<file path="config.mk">
export PLATFORM = sky130hd
export DESIGN_NAME = zsp_ctl_end_flat
export DESIGN_NICKNAME = d
export VERILOG_FILES = /design/src/zsp_pkg.sv /design/src/zsp_bus_if.sv /design/src/zsp_ctl_end.sv /design/src/zsp_fifo.sv /design/src/flat_wrapper.sv
export VERILOG_INCLUDE_DIRS = /design/src
export SDC_FILE = /design/constraint.sdc
export NUM_CORES = 1
export LEC_CHECK = 0
export ABC_AREA = 1
export BUFFER_PORTS_ARGS = -buffer_cell sky130_fd_sc_hd__buf_2
export CAP_MARGIN = 25
export CORE_MARGIN = 2
export CORE_UTILIZATION = 54
export CTS_CLUSTER_DIAMETER = 200
export DETAILED_ROUTE_END_ITERATION = 10
export HOLD_SLACK_MARGIN = 0.12
export PLACE_DENSITY = 0.76
export SLEW_MARGIN = 20
export SYNTH_ARGS = -nofsm -noshare
export SYNTH_HDL_FRONTEND = slang
export SYNTH_SLANG_ARGS = --single-unit
</file>
<file path="constraint.sdc">
create_clock -name mclk -period 4.15 [get_ports mclk]
set_input_delay 0.415 -clock mclk [delete_from_list [all_inputs] [get_ports mclk]]
set_output_delay 0.415 -clock mclk [all_outputs]
set_load 0.05 [all_outputs]
</file>
<file path="src/zsp_params.svh">
// constants for the zero-turnaround burst sram port
`ifndef ZSP_PARAMS_SVH
`define ZSP_PARAMS_SVH
`define ZSP_ADDR_W     17
`define ZSP_DATA_W     32
`define ZSP_PAR_W      4
`define ZSP_LANE_W     8
`define ZSP_BURST_LEN  4
`define ZSP_MEM_WORDS  256
`define ZSP_MEM_IDX_W  8
`define ZSP_FIFO_DEPTH 8
`define ZSP_REQ_W      (1 + 4 + `ZSP_ADDR_W + 4 + `ZSP_DATA_W + `ZSP_PAR_W)
`endif

</file>
<file path="src/zsp_pkg.sv">
// types shared by both ends of the burst sram port
`include "zsp_params.svh"
package zsp_pkg;
	typedef enum logic [1:0] {ZSP_IDLE, ZSP_READ, ZSP_WRITE} zsp_phase_e;
	typedef enum logic [2:0] {ZSP_OP_LOAD_RD, ZSP_OP_LOAD_WR, ZSP_OP_ADV, ZSP_OP_DESEL,
		ZSP_OP_SUSPEND} zsp_op_e;
	typedef logic [`ZSP_ADDR_W-1:0] zsp_addr_t;
	typedef logic [`ZSP_DATA_W-1:0] zsp_data_t;
endpackage : zsp_pkg

</file>
<file path="src/zsp_bus_if.sv">
// pin-level bus between the memory controller and the sram port
`timescale 1ns/100ps
`include "zsp_params.svh"
interface zsp_bus_if;
	logic [`ZSP_ADDR_W-1:0] addr;
	logic                   readNotWrite;
	logic                   advanceNotLoad;
	logic                   clockSuspendN;
	logic                   chipSelectAN;
	logic                   chipSelectB;
	logic [3:0]             byteLaneWriteN;
	logic                   burstOrderStrapN;
	logic                   outputEnableN;
	logic [`ZSP_DATA_W-1:0] dqFromCtl;
	logic [`ZSP_PAR_W-1:0]  dqpFromCtl;
	logic                   dqOeCtl;
	logic [`ZSP_DATA_W-1:0] dqFromMem;
	logic [`ZSP_PAR_W-1:0]  dqpFromMem;
	logic                   dqOeMem;
	modport mem (input addr, readNotWrite, advanceNotLoad, clockSuspendN, chipSelectAN,
		chipSelectB, byteLaneWriteN, burstOrderStrapN, outputEnableN, dqFromCtl, dqpFromCtl,
		dqOeCtl, output dqFromMem, dqpFromMem, dqOeMem);
	modport ctl (output addr, readNotWrite, advanceNotLoad, clockSuspendN, chipSelectAN,
		chipSelectB, byteLaneWriteN, burstOrderStrapN, outputEnableN, dqFromCtl, dqpFromCtl,
		dqOeCtl, input dqFromMem, dqpFromMem, dqOeMem);
endinterface : zsp_bus_if

</file>
<file path="src/zsp_ctl_end.sv">
// controller end: queues requests, issues loads and advances, collects reads
`timescale 1ns/100ps
`include "zsp_params.svh"
module zsp_ctl_end
	import zsp_pkg::*;
(
	input  wire logic                   mclk,       // clock
	input  wire logic                   rst_n,      // async reset, low
	zsp_bus_if.ctl                      bus,        // pins toward the sram
	input  wire logic                   reqValid,   // request offered
	output logic                        reqReady,   // request queue has room
	input  wire logic [`ZSP_REQ_W-1:0]  reqData,    // {op,lanes,addr,rsvd,data,par}
	input  wire logic                   strapInterleave, // burst order choice
	output logic                        rdValid,    // read word pulse
	output logic [`ZSP_DATA_W-1:0]      rdData,     // read data
	output logic [`ZSP_PAR_W-1:0]       rdPar       // read parity
);
	typedef struct packed {
		logic [`ZSP_ADDR_W-1:0] addr;
		logic                   rnw;
		logic                   adv;
		logic                   susp;
		logic                   csN;
		logic [3:0]             lanesN;
		logic                   strapN;
		logic [`ZSP_DATA_W-1:0] wrData;
		logic [`ZSP_PAR_W-1:0]  wrPar;
		logic                   wrPhase;  // drive dq this cycle
		logic                   rdPhase;  // sample dq at next edge
		logic [`ZSP_DATA_W-1:0] nextData;
		logic [`ZSP_PAR_W-1:0]  nextPar;
		logic                   nextWr;
		logic                   nextRd;
		logic                   burstRead; // direction of current burst
		logic                   burstOn;   // a burst is open for advances
		logic                   rdValid;
		logic [`ZSP_DATA_W-1:0] rdData;
		logic [`ZSP_PAR_W-1:0]  rdPar;
	} zsp_ctl_s;
	zsp_ctl_s st_reg, st_next;
	logic qValid, qPop;
	logic [`ZSP_REQ_W-1:0] qData;
	zsp_op_e op;

	zsp_fifo #(.WIDTH(`ZSP_REQ_W), .DEPTH(`ZSP_FIFO_DEPTH)) uQueue (
		.mclk(mclk), .rst_n(rst_n), .inValid(reqValid), .inReady(reqReady), .inData(reqData),
		.outValid(qValid), .outReady(qPop), .outData(qData));

	assign op   = zsp_op_e'(qData[`ZSP_REQ_W-1 -: 3]);
	assign qPop = 1'b1;

	// one request per cycle; empty queue issues a deselect
	always_comb begin
		st_next = st_reg;
		st_next.strapN = strapInterleave;
		st_next.rdValid = 1'b0;
		if (st_reg.rdPhase && !st_reg.susp) begin
			st_next.rdValid = 1'b1;
			st_next.rdData = bus.dqFromMem;
			st_next.rdPar = bus.dqpFromMem;
		end
		if (!st_reg.susp) begin
			st_next.wrPhase = st_reg.nextWr;
			st_next.rdPhase = st_reg.nextRd;
			st_next.wrData = st_reg.nextData;
			st_next.wrPar = st_reg.nextPar;
		end
		st_next.susp = 1'b0;
		st_next.adv = 1'b1;
		st_next.csN = 1'b0;
		st_next.nextWr = 1'b0;
		st_next.nextRd = 1'b0;
		if (qValid) begin
			st_next.lanesN = qData[`ZSP_REQ_W-4 -: 4];
			st_next.nextData = qData[`ZSP_PAR_W +: `ZSP_DATA_W];
			st_next.nextPar = qData[`ZSP_PAR_W-1:0];
			case (op)
				ZSP_OP_LOAD_RD, ZSP_OP_LOAD_WR: begin
					st_next.adv = 1'b0;
					st_next.burstOn = 1'b1;
					st_next.addr = qData[`ZSP_REQ_W-8 -: `ZSP_ADDR_W];
					st_next.rnw = (op == ZSP_OP_LOAD_RD);
					st_next.burstRead = (op == ZSP_OP_LOAD_RD);
					st_next.nextRd = (op == ZSP_OP_LOAD_RD);
					st_next.nextWr = (op == ZSP_OP_LOAD_WR);
				end
				ZSP_OP_ADV: begin
					st_next.nextRd = st_reg.burstOn && st_reg.burstRead;
					st_next.nextWr = st_reg.burstOn && !st_reg.burstRead;
				end
				ZSP_OP_DESEL: begin
					st_next.adv = 1'b0;
					st_next.csN = 1'b1;
					st_next.burstOn = 1'b0;
				end
				ZSP_OP_SUSPEND: begin
					st_next.susp = 1'b1;
					st_next.nextWr = st_reg.nextWr;
					st_next.nextRd = st_reg.nextRd;
				end
				default: begin
					st_next.csN = 1'b1;
					st_next.adv = 1'b0;
					st_next.burstOn = 1'b0;
				end
			endcase
		end else begin
			st_next.csN = 1'b1;
			st_next.adv = 1'b0;
			st_next.burstOn = 1'b0;
		end
	end

	// state register
	always_ff @(posedge mclk or negedge rst_n) begin
		if (!rst_n) st_reg <= '{csN: 1'b1, susp: 1'b0, lanesN: 4'hf, strapN: 1'b1,
			default: '0};
		else st_reg <= st_next;
	end

	assign bus.addr             = st_reg.addr;
	assign bus.readNotWrite     = st_reg.rnw;
	assign bus.advanceNotLoad   = st_reg.adv;
	assign bus.clockSuspendN    = !st_reg.susp;
	assign bus.chipSelectAN     = st_reg.csN;
	assign bus.chipSelectB      = 1'b1;
	assign bus.byteLaneWriteN   = st_reg.lanesN;
	assign bus.burstOrderStrapN = st_reg.strapN;
	assign bus.outputEnableN    = !st_reg.rdPhase;
	assign bus.dqFromCtl        = st_reg.wrData;
	assign bus.dqpFromCtl       = st_reg.wrPar;
	assign bus.dqOeCtl          = st_reg.wrPhase;
	assign rdValid              = st_reg.rdValid;
	assign rdData               = st_reg.rdData;
	assign rdPar                = st_reg.rdPar;
endmodule : zsp_ctl_end

</file>
<file path="src/zsp_fifo.sv">
// parameterised valid/ready fifo
`timescale 1ns/100ps
module zsp_fifo #(
	parameter int WIDTH = 8,
	parameter int DEPTH = 8
) (
	input  wire logic             mclk,      // clock
	input  wire logic             rst_n,     // async reset, low
	input  wire logic             inValid,   // write offered
	output logic                  inReady,   // room available
	input  wire logic [WIDTH-1:0] inData,    // write word
	output logic                  outValid,  // word available
	input  wire logic             outReady,  // consumer takes
	output logic [WIDTH-1:0]      outData    // head word
);
	localparam int AW = $clog2(DEPTH);
	logic [WIDTH-1:0] memArr [DEPTH];
	typedef struct packed {
		logic [AW-1:0] wrPtr;
		logic [AW-1:0] rdPtr;
		logic [AW:0]   count;
	} zsp_fifo_s;
	zsp_fifo_s st_reg, st_next;
	logic push, pop;

	// handshake terms
	assign inReady  = (st_reg.count != (AW+1)'(DEPTH));
	assign outValid = (st_reg.count != '0);
	assign outData  = memArr[st_reg.rdPtr];
	assign push     = inValid && inReady;
	assign pop      = outValid && outReady;

	// pointer and count update
	always_comb begin
		st_next = st_reg;
		if (push) st_next.wrPtr = st_reg.wrPtr + 1'b1;
		if (pop) st_next.rdPtr = st_reg.rdPtr + 1'b1;
		st_next.count = st_reg.count + (AW+1)'(push) - (AW+1)'(pop);
	end

	// state register
	always_ff @(posedge mclk or negedge rst_n) begin
		if (!rst_n) st_reg <= '0;
		else st_reg <= st_next;
	end

	// storage, no reset needed
	always_ff @(posedge mclk) begin
		if (push) memArr[st_reg.wrPtr] <= inData;
	end
endmodule : zsp_fifo

</file>
<file path="src/flat_wrapper.sv">
// flat-port wrapper written by rule: the top's interface ports become plain ports
module zsp_ctl_end_flat import zsp_pkg::*;
  (mclk, rst_n, reqValid, reqReady, reqData, strapInterleave, rdValid, rdData, rdPar, bus_addr, bus_readNotWrite, bus_advanceNotLoad, bus_clockSuspendN, bus_chipSelectAN, bus_chipSelectB, bus_byteLaneWriteN, bus_burstOrderStrapN, bus_outputEnableN, bus_dqFromCtl, bus_dqpFromCtl, bus_dqOeCtl, bus_dqFromMem, bus_dqpFromMem, bus_dqOeMem);
  zsp_bus_if bus_i ();
  input  wire logic mclk;
  input  wire logic rst_n;
  input  wire logic reqValid;
  output logic reqReady;
  input  wire logic [`ZSP_REQ_W-1:0] reqData;
  input  wire logic strapInterleave;
  output logic rdValid;
  output logic [`ZSP_DATA_W-1:0] rdData;
  output logic [`ZSP_PAR_W-1:0] rdPar;
  output wire logic [$bits(bus_i.addr)-1:0] bus_addr;
  output wire logic [$bits(bus_i.readNotWrite)-1:0] bus_readNotWrite;
  output wire logic [$bits(bus_i.advanceNotLoad)-1:0] bus_advanceNotLoad;
  output wire logic [$bits(bus_i.clockSuspendN)-1:0] bus_clockSuspendN;
  output wire logic [$bits(bus_i.chipSelectAN)-1:0] bus_chipSelectAN;
  output wire logic [$bits(bus_i.chipSelectB)-1:0] bus_chipSelectB;
  output wire logic [$bits(bus_i.byteLaneWriteN)-1:0] bus_byteLaneWriteN;
  output wire logic [$bits(bus_i.burstOrderStrapN)-1:0] bus_burstOrderStrapN;
  output wire logic [$bits(bus_i.outputEnableN)-1:0] bus_outputEnableN;
  output wire logic [$bits(bus_i.dqFromCtl)-1:0] bus_dqFromCtl;
  output wire logic [$bits(bus_i.dqpFromCtl)-1:0] bus_dqpFromCtl;
  output wire logic [$bits(bus_i.dqOeCtl)-1:0] bus_dqOeCtl;
  input wire logic [$bits(bus_i.dqFromMem)-1:0] bus_dqFromMem;
  input wire logic [$bits(bus_i.dqpFromMem)-1:0] bus_dqpFromMem;
  input wire logic [$bits(bus_i.dqOeMem)-1:0] bus_dqOeMem;
  assign bus_addr = bus_i.addr;
  assign bus_readNotWrite = bus_i.readNotWrite;
  assign bus_advanceNotLoad = bus_i.advanceNotLoad;
  assign bus_clockSuspendN = bus_i.clockSuspendN;
  assign bus_chipSelectAN = bus_i.chipSelectAN;
  assign bus_chipSelectB = bus_i.chipSelectB;
  assign bus_byteLaneWriteN = bus_i.byteLaneWriteN;
  assign bus_burstOrderStrapN = bus_i.burstOrderStrapN;
  assign bus_outputEnableN = bus_i.outputEnableN;
  assign bus_dqFromCtl = bus_i.dqFromCtl;
  assign bus_dqpFromCtl = bus_i.dqpFromCtl;
  assign bus_dqOeCtl = bus_i.dqOeCtl;
  assign bus_i.dqFromMem = bus_dqFromMem;
  assign bus_i.dqpFromMem = bus_dqpFromMem;
  assign bus_i.dqOeMem = bus_dqOeMem;
  zsp_ctl_end u_core (.mclk(mclk), .rst_n(rst_n), .bus(bus_i), .reqValid(reqValid), .reqReady(reqReady), .reqData(reqData), .strapInterleave(strapInterleave), .rdValid(rdValid), .rdData(rdData), .rdPar(rdPar));
endmodule
</file>
Word level (Yosys, flattened, before mapping)

Memories as Yosys holds them, arrays and structs flattened.
Index checks and enable logic that the tools add are counted.

Flip-flop bits (word level): 150
Bits in writable memories: 496
Input bits: 103
Output and inout port bits: 103
Word-level logic and storage cells: 60
Memories: 1

Memories:

| name                 | words | width | read ports | clocked after Yosys merged registers in | wr ports | RTL line       | RTL |
|---|---|---|---|---|---|---|---|
| u_core.uQueue.memArr | 8     | 62    | 1          | 0                                       | 1        | zsp_fifo.sv:17 | `logic [WIDTH-1:0] memArr [DEPTH];` |

Add/sub/neg operators: 4
Equal/unequal tests: 6
Muxes and demuxes: 14
Reduce and logical (&&, ||, !) cells: 13

Operators with widths:

| cell                | count |
|---|---|
| $mux 37             | 1 |
| $mux 1              | 10 |
| $add 3x1->3 const B | 2 |
| $pmux 2 s3          | 1 |
| $add 4x1->4         | 1 |
| $logic_and 1x1->1   | 4 |
| $ne 2x2->1 const B  | 2 |
| $ne 4x4->1 const B  | 1 |
| $reduce_bool 4->1   | 1 |
| $reduce_or 2->1     | 2 |
| $reduce_or 4->1     | 1 |
| $sub 4x1->4         | 1 |
| $eq 3x1->1 const B  | 1 |
| $eq 3x2->1 const B  | 1 |
| $eq 3x3->1 const B  | 1 |
| $logic_not 1->1     | 3 |
| $logic_not 3->1     | 1 |
| $mux 3              | 1 |
| $pmux 1 s2          | 1 |
| $reduce_and 2->1    | 1 |

Logic depth before layout (Yosys ltp)

Gate-level depths: netlist of run 1.
An unclocked memory read counts as a cell.

Word-level depth: 5
Mapped depth: 14
Depth with buffers taken out: 12

Cells and area by module

Synthesis of run 1 repeated with hierarchy kept, for this count alone.

Cells, all modules: 2862
Area, all modules: 28223.3 um2

Modules (own cells, without submodules):

| module      | instances | cells each | area each (um2) | sequential area each (um2) |
|---|---|---|---|---|
| zsp_fifo    | 1         | 2209       | 22235.1         | 15144.5 |
| zsp_ctl_end | 1         | 653        | 5988.2          | 3510.9 |

Worst setup path after synthesis of run 1

OpenSTA, ideal clock, no wires.

Path kind: flip-flop to flip-flop
Start point: register u_core.uQueue.st_reg[2] (netlist name)
End point: memory u_core.uQueue.memArr[0][0] (netlist name), enable pin
Library setup time: 478 ps
Data arrival time: 3951 ps
Data required time: 3672 ps
Path slack: -279 ps
Stages on the path, launching flop included: 7
Path buffers: 0
Clock period less this slack: 4429 ps
Cells stage by stage: dfrtp_1 -> inv_1 -> ha_1 -> nand2_1 -> nand2_1 -> or2_2 -> nor2_1

Word-level cells in the longest chain between the ends: 4

RTL lines:

| item                         | RTL line          | RTL |
|---|---|---|
| start, declared              | zsp_fifo.sv:23    | `zsp_fifo_s st_reg, st_next;` |
| start signal, assigned       | zsp_fifo.sv:44    | `else st_reg <= st_next;` |
| $ne 4x4->1                   | zsp_fifo.sv:27    | `assign inReady = (st_reg.count != (AW+1)'(DEPTH));` |
| named net reqReady           | flat_wrapper.sv:8 | `output logic reqReady;` |
| $logic_and 1x1->1            | zsp_fifo.sv:30    | `assign push = inValid && inReady;` |
| $mux 1                       | zsp_fifo.sv:49    | `if (push) memArr[st_reg.wrPtr] <= inData;` |
| $mux 1 (implied by the code) | zsp_fifo.sv:49    |  |
| end, declared                | zsp_fifo.sv:17    |  |

The timed path passes the listed nets, and every way through them passes these cells.

Final worst setup path of run 1

Start point: register u_core.uQueue.st_reg[4] (netlist name)
End point: register u_core.st_reg[38] (netlist name)

Word-level cells in the longest chain between the ends: 4
Elaborated cells on any way between the ends: 5
Classes of those cells: eq/ne (1); reduce/logical (3); memory (1)

RTL lines:

| item                                                 | RTL line                             | RTL |
|---|---|---|
| $mem_v2 8x62 *                                       | --                                   |  |
| $eq 3x1->1 / $logic_not 3->1 (equally long branches) | zsp_ctl_end.sv:77, zsp_ctl_end.sv:83 |  |
| $reduce_or 2->1                                      | zsp_ctl_end.sv:77                    | `case (op)` |
| $reduce_and 2->1 (no line)                           | --                                   |  |
| end signal, assigned                                 | zsp_ctl_end.sv:116                   | `if (!rst_n) st_reg <= '{csN: 1'b1, susp: 1'b0, lanesN: 4'hf, strapN: 1'b1,` |
| end signal, assigned                                 | zsp_ctl_end.sv:118                   | `else st_reg <= st_next;` |
| end, declared                                        | zsp_ctl_end.sv:40                    | `zsp_ctl_s st_reg, st_next;` |

Every way passes the cells marked *; elsewhere a longest branch is shown, timed or not.
A chain may end at the register's enable or synchronous reset.

==> results by group, run 1 <==
Timing
  • Total of endpoints with negative setup slack in the final report: 0
  • Tmin final: roughly 2900 ps
  • Hold violation count in the final report: 0
  • Setup repair after global routing missed its margin: no
  • Period utilization: a little under three quarters
  • Remaining max-slew budget at the tightest pin: about a third
  • Least-Margin Pin Slew: between 900 and 1000 ps
  • Setup Total Neg Slack: 0 ps
  • Maximum frequency from static timing analysis: around 0.34 GHz
  • Max Transition Viols Final: 0
  • Max Clock Skew: 24.1 ps

Setup path
  • Crit path launch: u_core.uQueue.st_reg[4]
  • Crit. End Element: flop
  • Worst R2R Path Depth: 11
  • Class of the most critical setup path: flop to flop
  • Largest fanout of any net on the critical path: between 100 and 150
  • Most common cell on crit path: nand2_1
  • RR Startpoint: u_core.uQueue.st_reg[4]
  • Endpoint of the most critical setup path: u_core.st_reg[38]
  • Slowest library cell on the worst path: dfrtp_4
  • Worst EP arrival: between 3000 and 4000 ps
  • Largest stage delay on the critical path: about 730 ps
  • Crit-path leading delay family: buffers and inverters
  • FF-to-FF End: u_core.st_reg[38]
  • Combined buffer and inverter count along the critical path: 3
  • Data required time of the critical path: roughly 4600 ps
  • Number of logic stages on the critical path including buffering: 11
  • Ordered cell list for the critical path: inv_6 > nand2_1 > nand3_1 > nand2_1 > nand2_1 > nand2_1 > nor3_4 > buf_4 > inv_4 > nand2_1 > o21ai_0
  • Worst reg-to-reg setup slack: between 1000 and 1500 ps
  • Sort of element at the start of the critical path: flop

Place
  • Gpl congestion: approximately 0.75
  • Count of input and output buffers: ~200
  • Final HPWL DP: slightly above 30 mm
  • Post-detailed-placement cell area: 25800 µm²

Min path
  • Class of the tightest hold or removal check: input port to flop

Layout
  • Layout Cell Area excl Fill: approximately 29000 µm²
  • Flip-flop count of the largest register after layout: 480
  • Layout overhead on the synthesized area: 16.8%
  • NumNets Final: between 2000 and 2500
  • Share of post-route cells with drive strength above 1: about 16%

Detailed routing
  • DRC violation total after the first TritonRoute iteration: about 1500
  • Antenna Nets Post-Route: 0
  • Via/cell ratio: about 5.7
  • DRC violations left: 0
  • Total number of vias: approximately 16000
  • Total length of routed wires: between 50 and 60 mm
  • First-pass iteration count of the detailed router: 5
  • Routed length per instance: 20.2 µm

Synthesis
  • Sequential-to-total area share from yosys stat: between 70% and 80%
  • Simple-gate share of the synthesized area: 9.71%
  • FF+latch count, synth: 630
  • Adder and majority cell fraction of the synthesized area: less than 1%
  • Net count after synthesis: 2088
  • Cell type with the highest aggregate area in the netlist: edfxtp_1
  • Synthesized instance count: roughly 2000
  • Complex-gate fraction of the synthesized area: around a tenth
  • Count of cell types in the netlist: 29
  • Number of warnings reported in the yosys synthesis log: 0
  • Post-Synthesis Mean Instance Area: approximately 13 µm²
  • Cell area after synthesis: 24700 µm²
  • Area share of the largest cell type after synthesis: between 50% and 60%
  • XOR/XNOR Fraction of Synth Area: less than 1%
  • Dominant combinational cell family by area after synthesis: compound AO/OA/AOI/OAI gates
  • Dominant cells by area after synthesis: edfxtp_1 58%, dfrtp_1 15%, o21ai_0 5.8%, nand2_1 5.0%, nor2_1 3.7%
  • Post-synthesis mux area share: 0%

Power
  • Power share of the sequential group: between 30% and 40%
  • Switching power of the nets: between 9 and 10 mW
  • Switch share: approximately 40%
  • Worst vdd ir: around 0.76 mV
  • Internal portion of total power: between 10 and 15 mW
  • Comb pwr share: between 30% and 40%
  • Clk pwr share: 24.7%
  • Pwr/cell area: 794 nW/µm²
  • Leakage power of the design: ~11 nW
  • Overall power after layout: around 23 mW

Clock network
  • Count of cells resized by post-cts repair: 0
  • Deepest level of the CTS H-tree: 3
  • Total clock buffers created by CTS: between 60 and 70
  • CTS tree: built
  • Sinks on the clock net: 630
  • Clock Root Buffer: clkbuf_16
  • Latest clock arrival within the worst-skew pair: between 500 and 600 ps
  • Buffer levels on the longest clock path: 3
  • Clock transition at the registers of the reported paths: about 60 ps

Global routing
  • Antenna violations before repair: 3
  • Maximum number of pins on one net before global-route repair: 187
  • First-pass GRT wire length: 87.8 mm
  • Overall track demand over capacity in global routing: ~24%
  • Number of global-route vias before repair: between 15000 and 20000
  • Global route overflow: 0

Floorplan
  • Width of the chip: 218 µm
  • Row count: 78
  • Initial core utilization: a little over half
  • Die Area: roughly 47000 µm²
  • Vertical extent of the die: 218 µm
  • Number of top-level design ports: roughly 210
  • Placeable core region: about 45000 µm²

Status
  • Status: completed

Flow run
  • Max-capacitance violation count: 0
==> stage by stage <==
step / hold slack, ps / setup slack [ps] / std cells / util (%)
3_5_place_dp: 457 / 1240 / 2598 / 56.9
3_3_place_gp: 450 / 1320 / 2598 / 56.9
6_report: 264 / 1200 / 2821 / 63.7
4_1_cts: 230 / 1210 / 2818 / 63.7
5_1_grt: 288 / 962 / 2821 / 63.7
2_1_floorplan: 119 / -279 / 1976 / -
==> kinds of logic after synthesis <==
| family | after synthesis |
|---|---|
| AOI/OAI and AO/OA | 433 |
| buffers and inverters | 279 |
| DFF | 630 |
| adders and majority gates | 9 |
| other | 1 |
| and+or+nand+nor | 619 |
| xor gates and xnor gates | 5 |
==> synth_stat cells <==
master	instances
o221ai_1	66
buf_1	10
dfrtp_1	144
buf_2	14
nand3_1	44
nor2_1	243
ha_1	8
xor2_1	4
a21oi_1	1
inv_2	1
nor3_4	1
inv_1	64
or2_2	1
o21ai_1	16
clkbuf_1	87
o21ai_0	288
dfstp_2	6
inv_4	1
nand2_2	2
nand2_1	328
edfxtp_1	480
clkinv_1	1
xnor2_1	1
o22ai_1	48
conb_1	1
buf_6	4
fa_1	1
o211ai_1	14
buf_4	97
==> power groups by stage <==
| stage | registers (mW) | logic, mW | clock network, mW |
|---|---|---|---|
| 2_1_floorplan | 8.92 | 6.53 | 0 |
| 3_3_place_gp | 9.09 | 7.79 | 0 |
| 3_5_place_dp | 9.15 | 8.07 | 0 |
| 4_1_cts | 9.04 | 8.21 | 5.76 |
| 5_1_grt | 9.18 | 8.99 | 6.02 |
| 6_report | 9.05 | 8.19 | 5.67 |
==> placed cells by master, fill, tap and decap left out, types with 2 or more instances in the layout <==
master	netlist	layout
o22ai_1	48	48
clkinv_8	0	3
bufinv_16	0	2
inv_4	1	2
nand3_1	44	44
buf_4	97	20
clkbuf_8	0	7
dlygate4sd3_1	0	98
inv_6	0	4
inv_1	64	62
nand2_2	2	2
buf_2	14	200
edfxtp_1	480	480
dfstp_2	6	6
buf_12	0	13
nor2_1	243	234
xor2_1	4	4
clkinvlp_4	0	2
clkinv_2	0	11
clkbuf_16	0	68
ha_1	8	8
nand2_1	328	327
o221ai_1	66	66
diode_2	0	3
dfrtp_4	0	3
nor2_4	0	8
dfrtp_1	144	140
clkbuf_1	87	19
o211ai_1	14	14
o21ai_0	288	288
o21ai_1	16	16
clkinv_1	1	7
==> metal layers <==
layer / vias to the layer above / track usage [%] / wire (µm)
met3: 102 / 4.55 / 4420
met4: 0 / 7.44 / 1270
met2: 664 / 40.7 / 28300
met1: 7881 / 31.7 / 23100
met5: - / 0 / 0
li1: 7293 / - / -
==> worst min-delay path by stage <==
stage / start / end / slack [ps] / depth (start not counted)
final: reqValid / u_core.uQueue.st_reg[7] / 260 / 4
after global routing: reqValid / u_core.uQueue.st_reg[7] / 290 / 4
after CTS: reqValid / u_core.uQueue.st_reg[7] / 230 / 4
after detailed placement: u_core.rdData[19] / u_core.rdData[19] / 460 / 2
after global placement: u_core.rdData[11] / u_core.rdData[11] / 450 / 2
after floorplan: rst_n / u_core.bus.addr[0] / 120 / 0
==> worst reg2reg max path, delay by kind of cell (launching register included) <==
family / cells / cell delay (ps)
compound gates: 1 / 90
buf+inv: 3 / 1240
flops: 1 / 730
simple gates: 7 / 750
==> final cells by class <==
class	count	area [µm²]
timing repair buffer	332	2400
fill	3239	16400
clock inverter	28	236
tap	600	751
inverter	67	262
antenna	3	7.51
sequential	630	18200
multi-input combinational	1067	5150
clock buffer	94	1870
==> repair_timing <==
item | in CTS | in global routing
buffers inserted | 0 | 0
endpoints found under the hold margin | 573 | 0
hold buffers | 98 | 0
No activity file was read; power rests on OpenSTA's default activity.
==> inputs of run 2 (changes only) <==
- clock period: 4.15 -> 2.7 ns (I/O delays scaled with it)
==> run 2 against run 1 <==
Sequential share of layout area is 0.23 points higher. Sequential power is 51% higher. Clock power is 43% higher. Count of clock-buffer cells in the layout is 12 lower. Sequential cell count stayed put. Die area stayed put. Power is 52% higher. Critical path type unchanged. Non-clock buffer count is 5 higher. Register-to-register slack worse by 810 ps. Combinational power is 59% higher. Routed wire length is 0.99% lower. Fmax is 28% higher.
==> results by group, run 2 (synthesized netlist as in run 1, its figures left out) <==
Detailed routing
  • Via/cell ratio: 5.69 (+0.69%)
  • Routed length per instance: 20.1 µm (-0.81%)
  • Total number of vias: 16000 (+0.51%)
  • Total length of routed wires: 56.5 mm (-0.99%)
  • Antenna Nets Post-Route: 0 (unchanged)
  • DRC violations left: 0 (unchanged)
  • DRC violation total after the first TritonRoute iteration: 1583 (+4.8%)
  • First-pass iteration count of the detailed router: 8 (+3)

Floorplan
  • Die Area: 47500 µm² (unchanged)
  • Number of top-level design ports: 206 (unchanged)
  • Vertical extent of the die: 218 µm (unchanged)
  • Row count: 78 (unchanged)
  • Width of the chip: 218 µm (unchanged)
  • Placeable core region: 45300 µm² (unchanged)
  • Initial core utilization: 54.6% (unchanged)

Layout
  • Layout Cell Area excl Fill: 28800 µm² (-0.36%)
  • Flip-flop count of the largest register after layout: 480 (unchanged)
  • Final cell utilization of the core: 63.5% (-0.23 points)
  • Layout overhead on the synthesized area: 16.4%
  • Share of post-route cells with drive strength above 1: 16.0% (-0.20 points)
  • Most used cells in the layout excluding fill and tap cells: 480 x edfxtp_1, 326 x nand2_1, 288 x o21ai_0, 234 x nor2_1, 200 x buf_2
  • NumNets Final: 2275 (-0.044%)
  • Commonest non-fill, non-tap cell in the layout: edfxtp_1

Clock network
  • Total clock buffers created by CTS: 60 (-9.1%)
  • Post-CTS Repair Setup Buffers: 0 (unchanged)
  • Sinks on the clock net: 630 (unchanged)
  • Clock Root Buffer: clkbuf_16
  • Cts-stage hold buffer count: 99 (+1.0%)
  • Deepest level of the CTS H-tree: 2 (-1)
  • Latest clock arrival within the worst-skew pair: 640 ps (+50 ps)
  • Clock transition at the registers of the reported paths: 60 ps (about the same)
  • CTS tree: built
  • Count of cells resized by post-cts repair: 0 (unchanged)
  • Buffer levels on the longest clock path: 3 (unchanged)

Setup path
  • Sort of element at the start of the critical path: flop
  • FF-to-FF End: u_core.bus.addr[7]
  • Class of the most critical setup path: flop to flop
  • Data required time of the critical path: 3260 ps (-1330 ps)
  • Worst EP arrival: 2870 ps (-520 ps)
  • RR Startpoint: u_core.uQueue.st_reg[5]
  • Largest fanout of any net on the critical path: 24 (-80%)
  • Crit. End Element: flop
  • Worst reg-to-reg setup slack: 390 ps (-810 ps)
  • Worst R2R Path Depth: 9 (-2)

Timing
  • Period utilization: 85.5% (+15 points)
  • Total of endpoints with negative setup slack in the final report: 0 (unchanged)
  • Hold violation count in the final report: 0 (unchanged)
  • Tmin final: 2310 ps (-636 ps)
  • Least-Margin Pin Slew: 939 ps (-29.9 ps)
  • Max Clock Skew: 21.1 ps (-2.99 ps)
  • Max Transition Viols Final: 0 (unchanged)
  • Final worst slack: 391 ps (-814 ps)
  • Maximum frequency from static timing analysis: 0.433 GHz (+28%)
  • Remaining max-slew budget at the tightest pin: 37.0% (+1.8 points)
  • Setup repair after global routing missed its margin: no

Min path
  • Class of the tightest hold or removal check: input port to async pin

Place
  • Gpl congestion: 0.758 (+0.44%)
  • Post-detailed-placement cell area: 25800 µm² (+0.27%)
  • Worst slack at placement: 471 ps (-771 ps)
  • Final HPWL DP: 29.9 mm (-3.5%)
  • Count of input and output buffers: 201 (unchanged)

Flow run
  • Max-capacitance violation count: 0 (unchanged)

Global routing
  • Overall track demand over capacity in global routing: 23.7% (-0.33 points)
  • Global route overflow: 0 (unchanged)
  • Maximum number of pins on one net before global-route repair: 161 (-14%)
  • First-pass GRT wire length: 87.0 mm (-0.95%)
  • Antenna violations before repair: 2 (-1)
  • Number of global-route vias before repair: 16000 (-0.038%)

Power
  • Leakage power of the design: 11.0 nW (-0.49%)
  • Pwr/cell area: 1210 nW/µm² (+52%)
  • Overall power after layout: 34.8 mW (+52%)
  • Worst vdd ir: 1.03 mV (+35%)

Status
  • Status: completed
==> run 2: cell count changes in the layout (fill, tap and decap cells not counted), moves of 2 or more <==
cell	delta
clkbuf_1	-5
clkinv_8	-2
clkinv_2	-2
buf_12	+3
clkbuf_16	-8
clkinv_1	+6
==> run 2: worst max-delay path: stages (launching register included) <==
cell and delay (ps):
dfrtp_4 630, clkinv_2 420, nand3_1 250, nand2_1 70, nand2_1 60, nand2_1 100
nor3_4 260, buf_4 270, nand2_1 90, nand2_1 80
==> run 2: report_power, final <==
group	total, mW	switching (mW)	internal (mW)
logic	13.0	9.63	3.38
registers	13.7	0.858	12.8
clock network	8.11	3.50	4.60
==> run 2: worst max path at each step <==
| stage | startpoint | end | slack, ps | depth (start not counted) |
|---|---|---|---|---|
| 3_3_place_gp | u_core.uQueue.st_reg[2] | u_core.uQueue.memArr[4][28] | 490 | 7 |
| 3_5_place_dp | u_core.uQueue.st_reg[2] | u_core.uQueue.memArr[6][24] | 470 | 7 |
| 2_1_floorplan | u_core.uQueue.st_reg[2] | u_core.uQueue.memArr[1][0] | -480 | 7 |
| 5_1_grt | u_core.uQueue.st_reg[5] | u_core.bus.addr[7] | 260 | 9 |
| 4_1_cts | u_core.uQueue.st_reg[2] | u_core.uQueue.memArr[6][15] | 420 | 7 |
| 6_report | u_core.uQueue.st_reg[5] | u_core.bus.addr[7] | 390 | 9 |
==> run 2: per-stage QoR <==
stage               cells  TNS (ps)  hold slack (ps)
finish               2816         0              156
floorplan            1976   -115180            -25.6
detailed placement   2602         0              263
global route         2816         0              204
global placement     2602         0              276
CTS                  2814         0              165
==> run 2: final cells by class <==
| cell class | instances | area (µm²) |
|---|---|---|
| flip-flops and latches | 630 | 18200 |
| fillers | 3199 | 16500 |
| multi-input cells | 1067 | 5150 |
| repair buffers | 337 | 2480 |
| clock buffers | 82 | 1660 |
| well taps | 600 | 751 |
| clock inverters | 31 | 260 |
| inverters | 67 | 260 |
| diodes | 2 | 5.00 |
==> run 2: per-layer routing <==
metal | vias up | wire length, µm | global-route usage (%)
met2 | 735 | 27800 | 40.2
met5 | - | 0 | 0
met1 | 7892 | 22600 | 30.8
met3 | 106 | 4640 | 4.00
li1 | 7288 | - | -
met4 | 0 | 1490 | 9.32
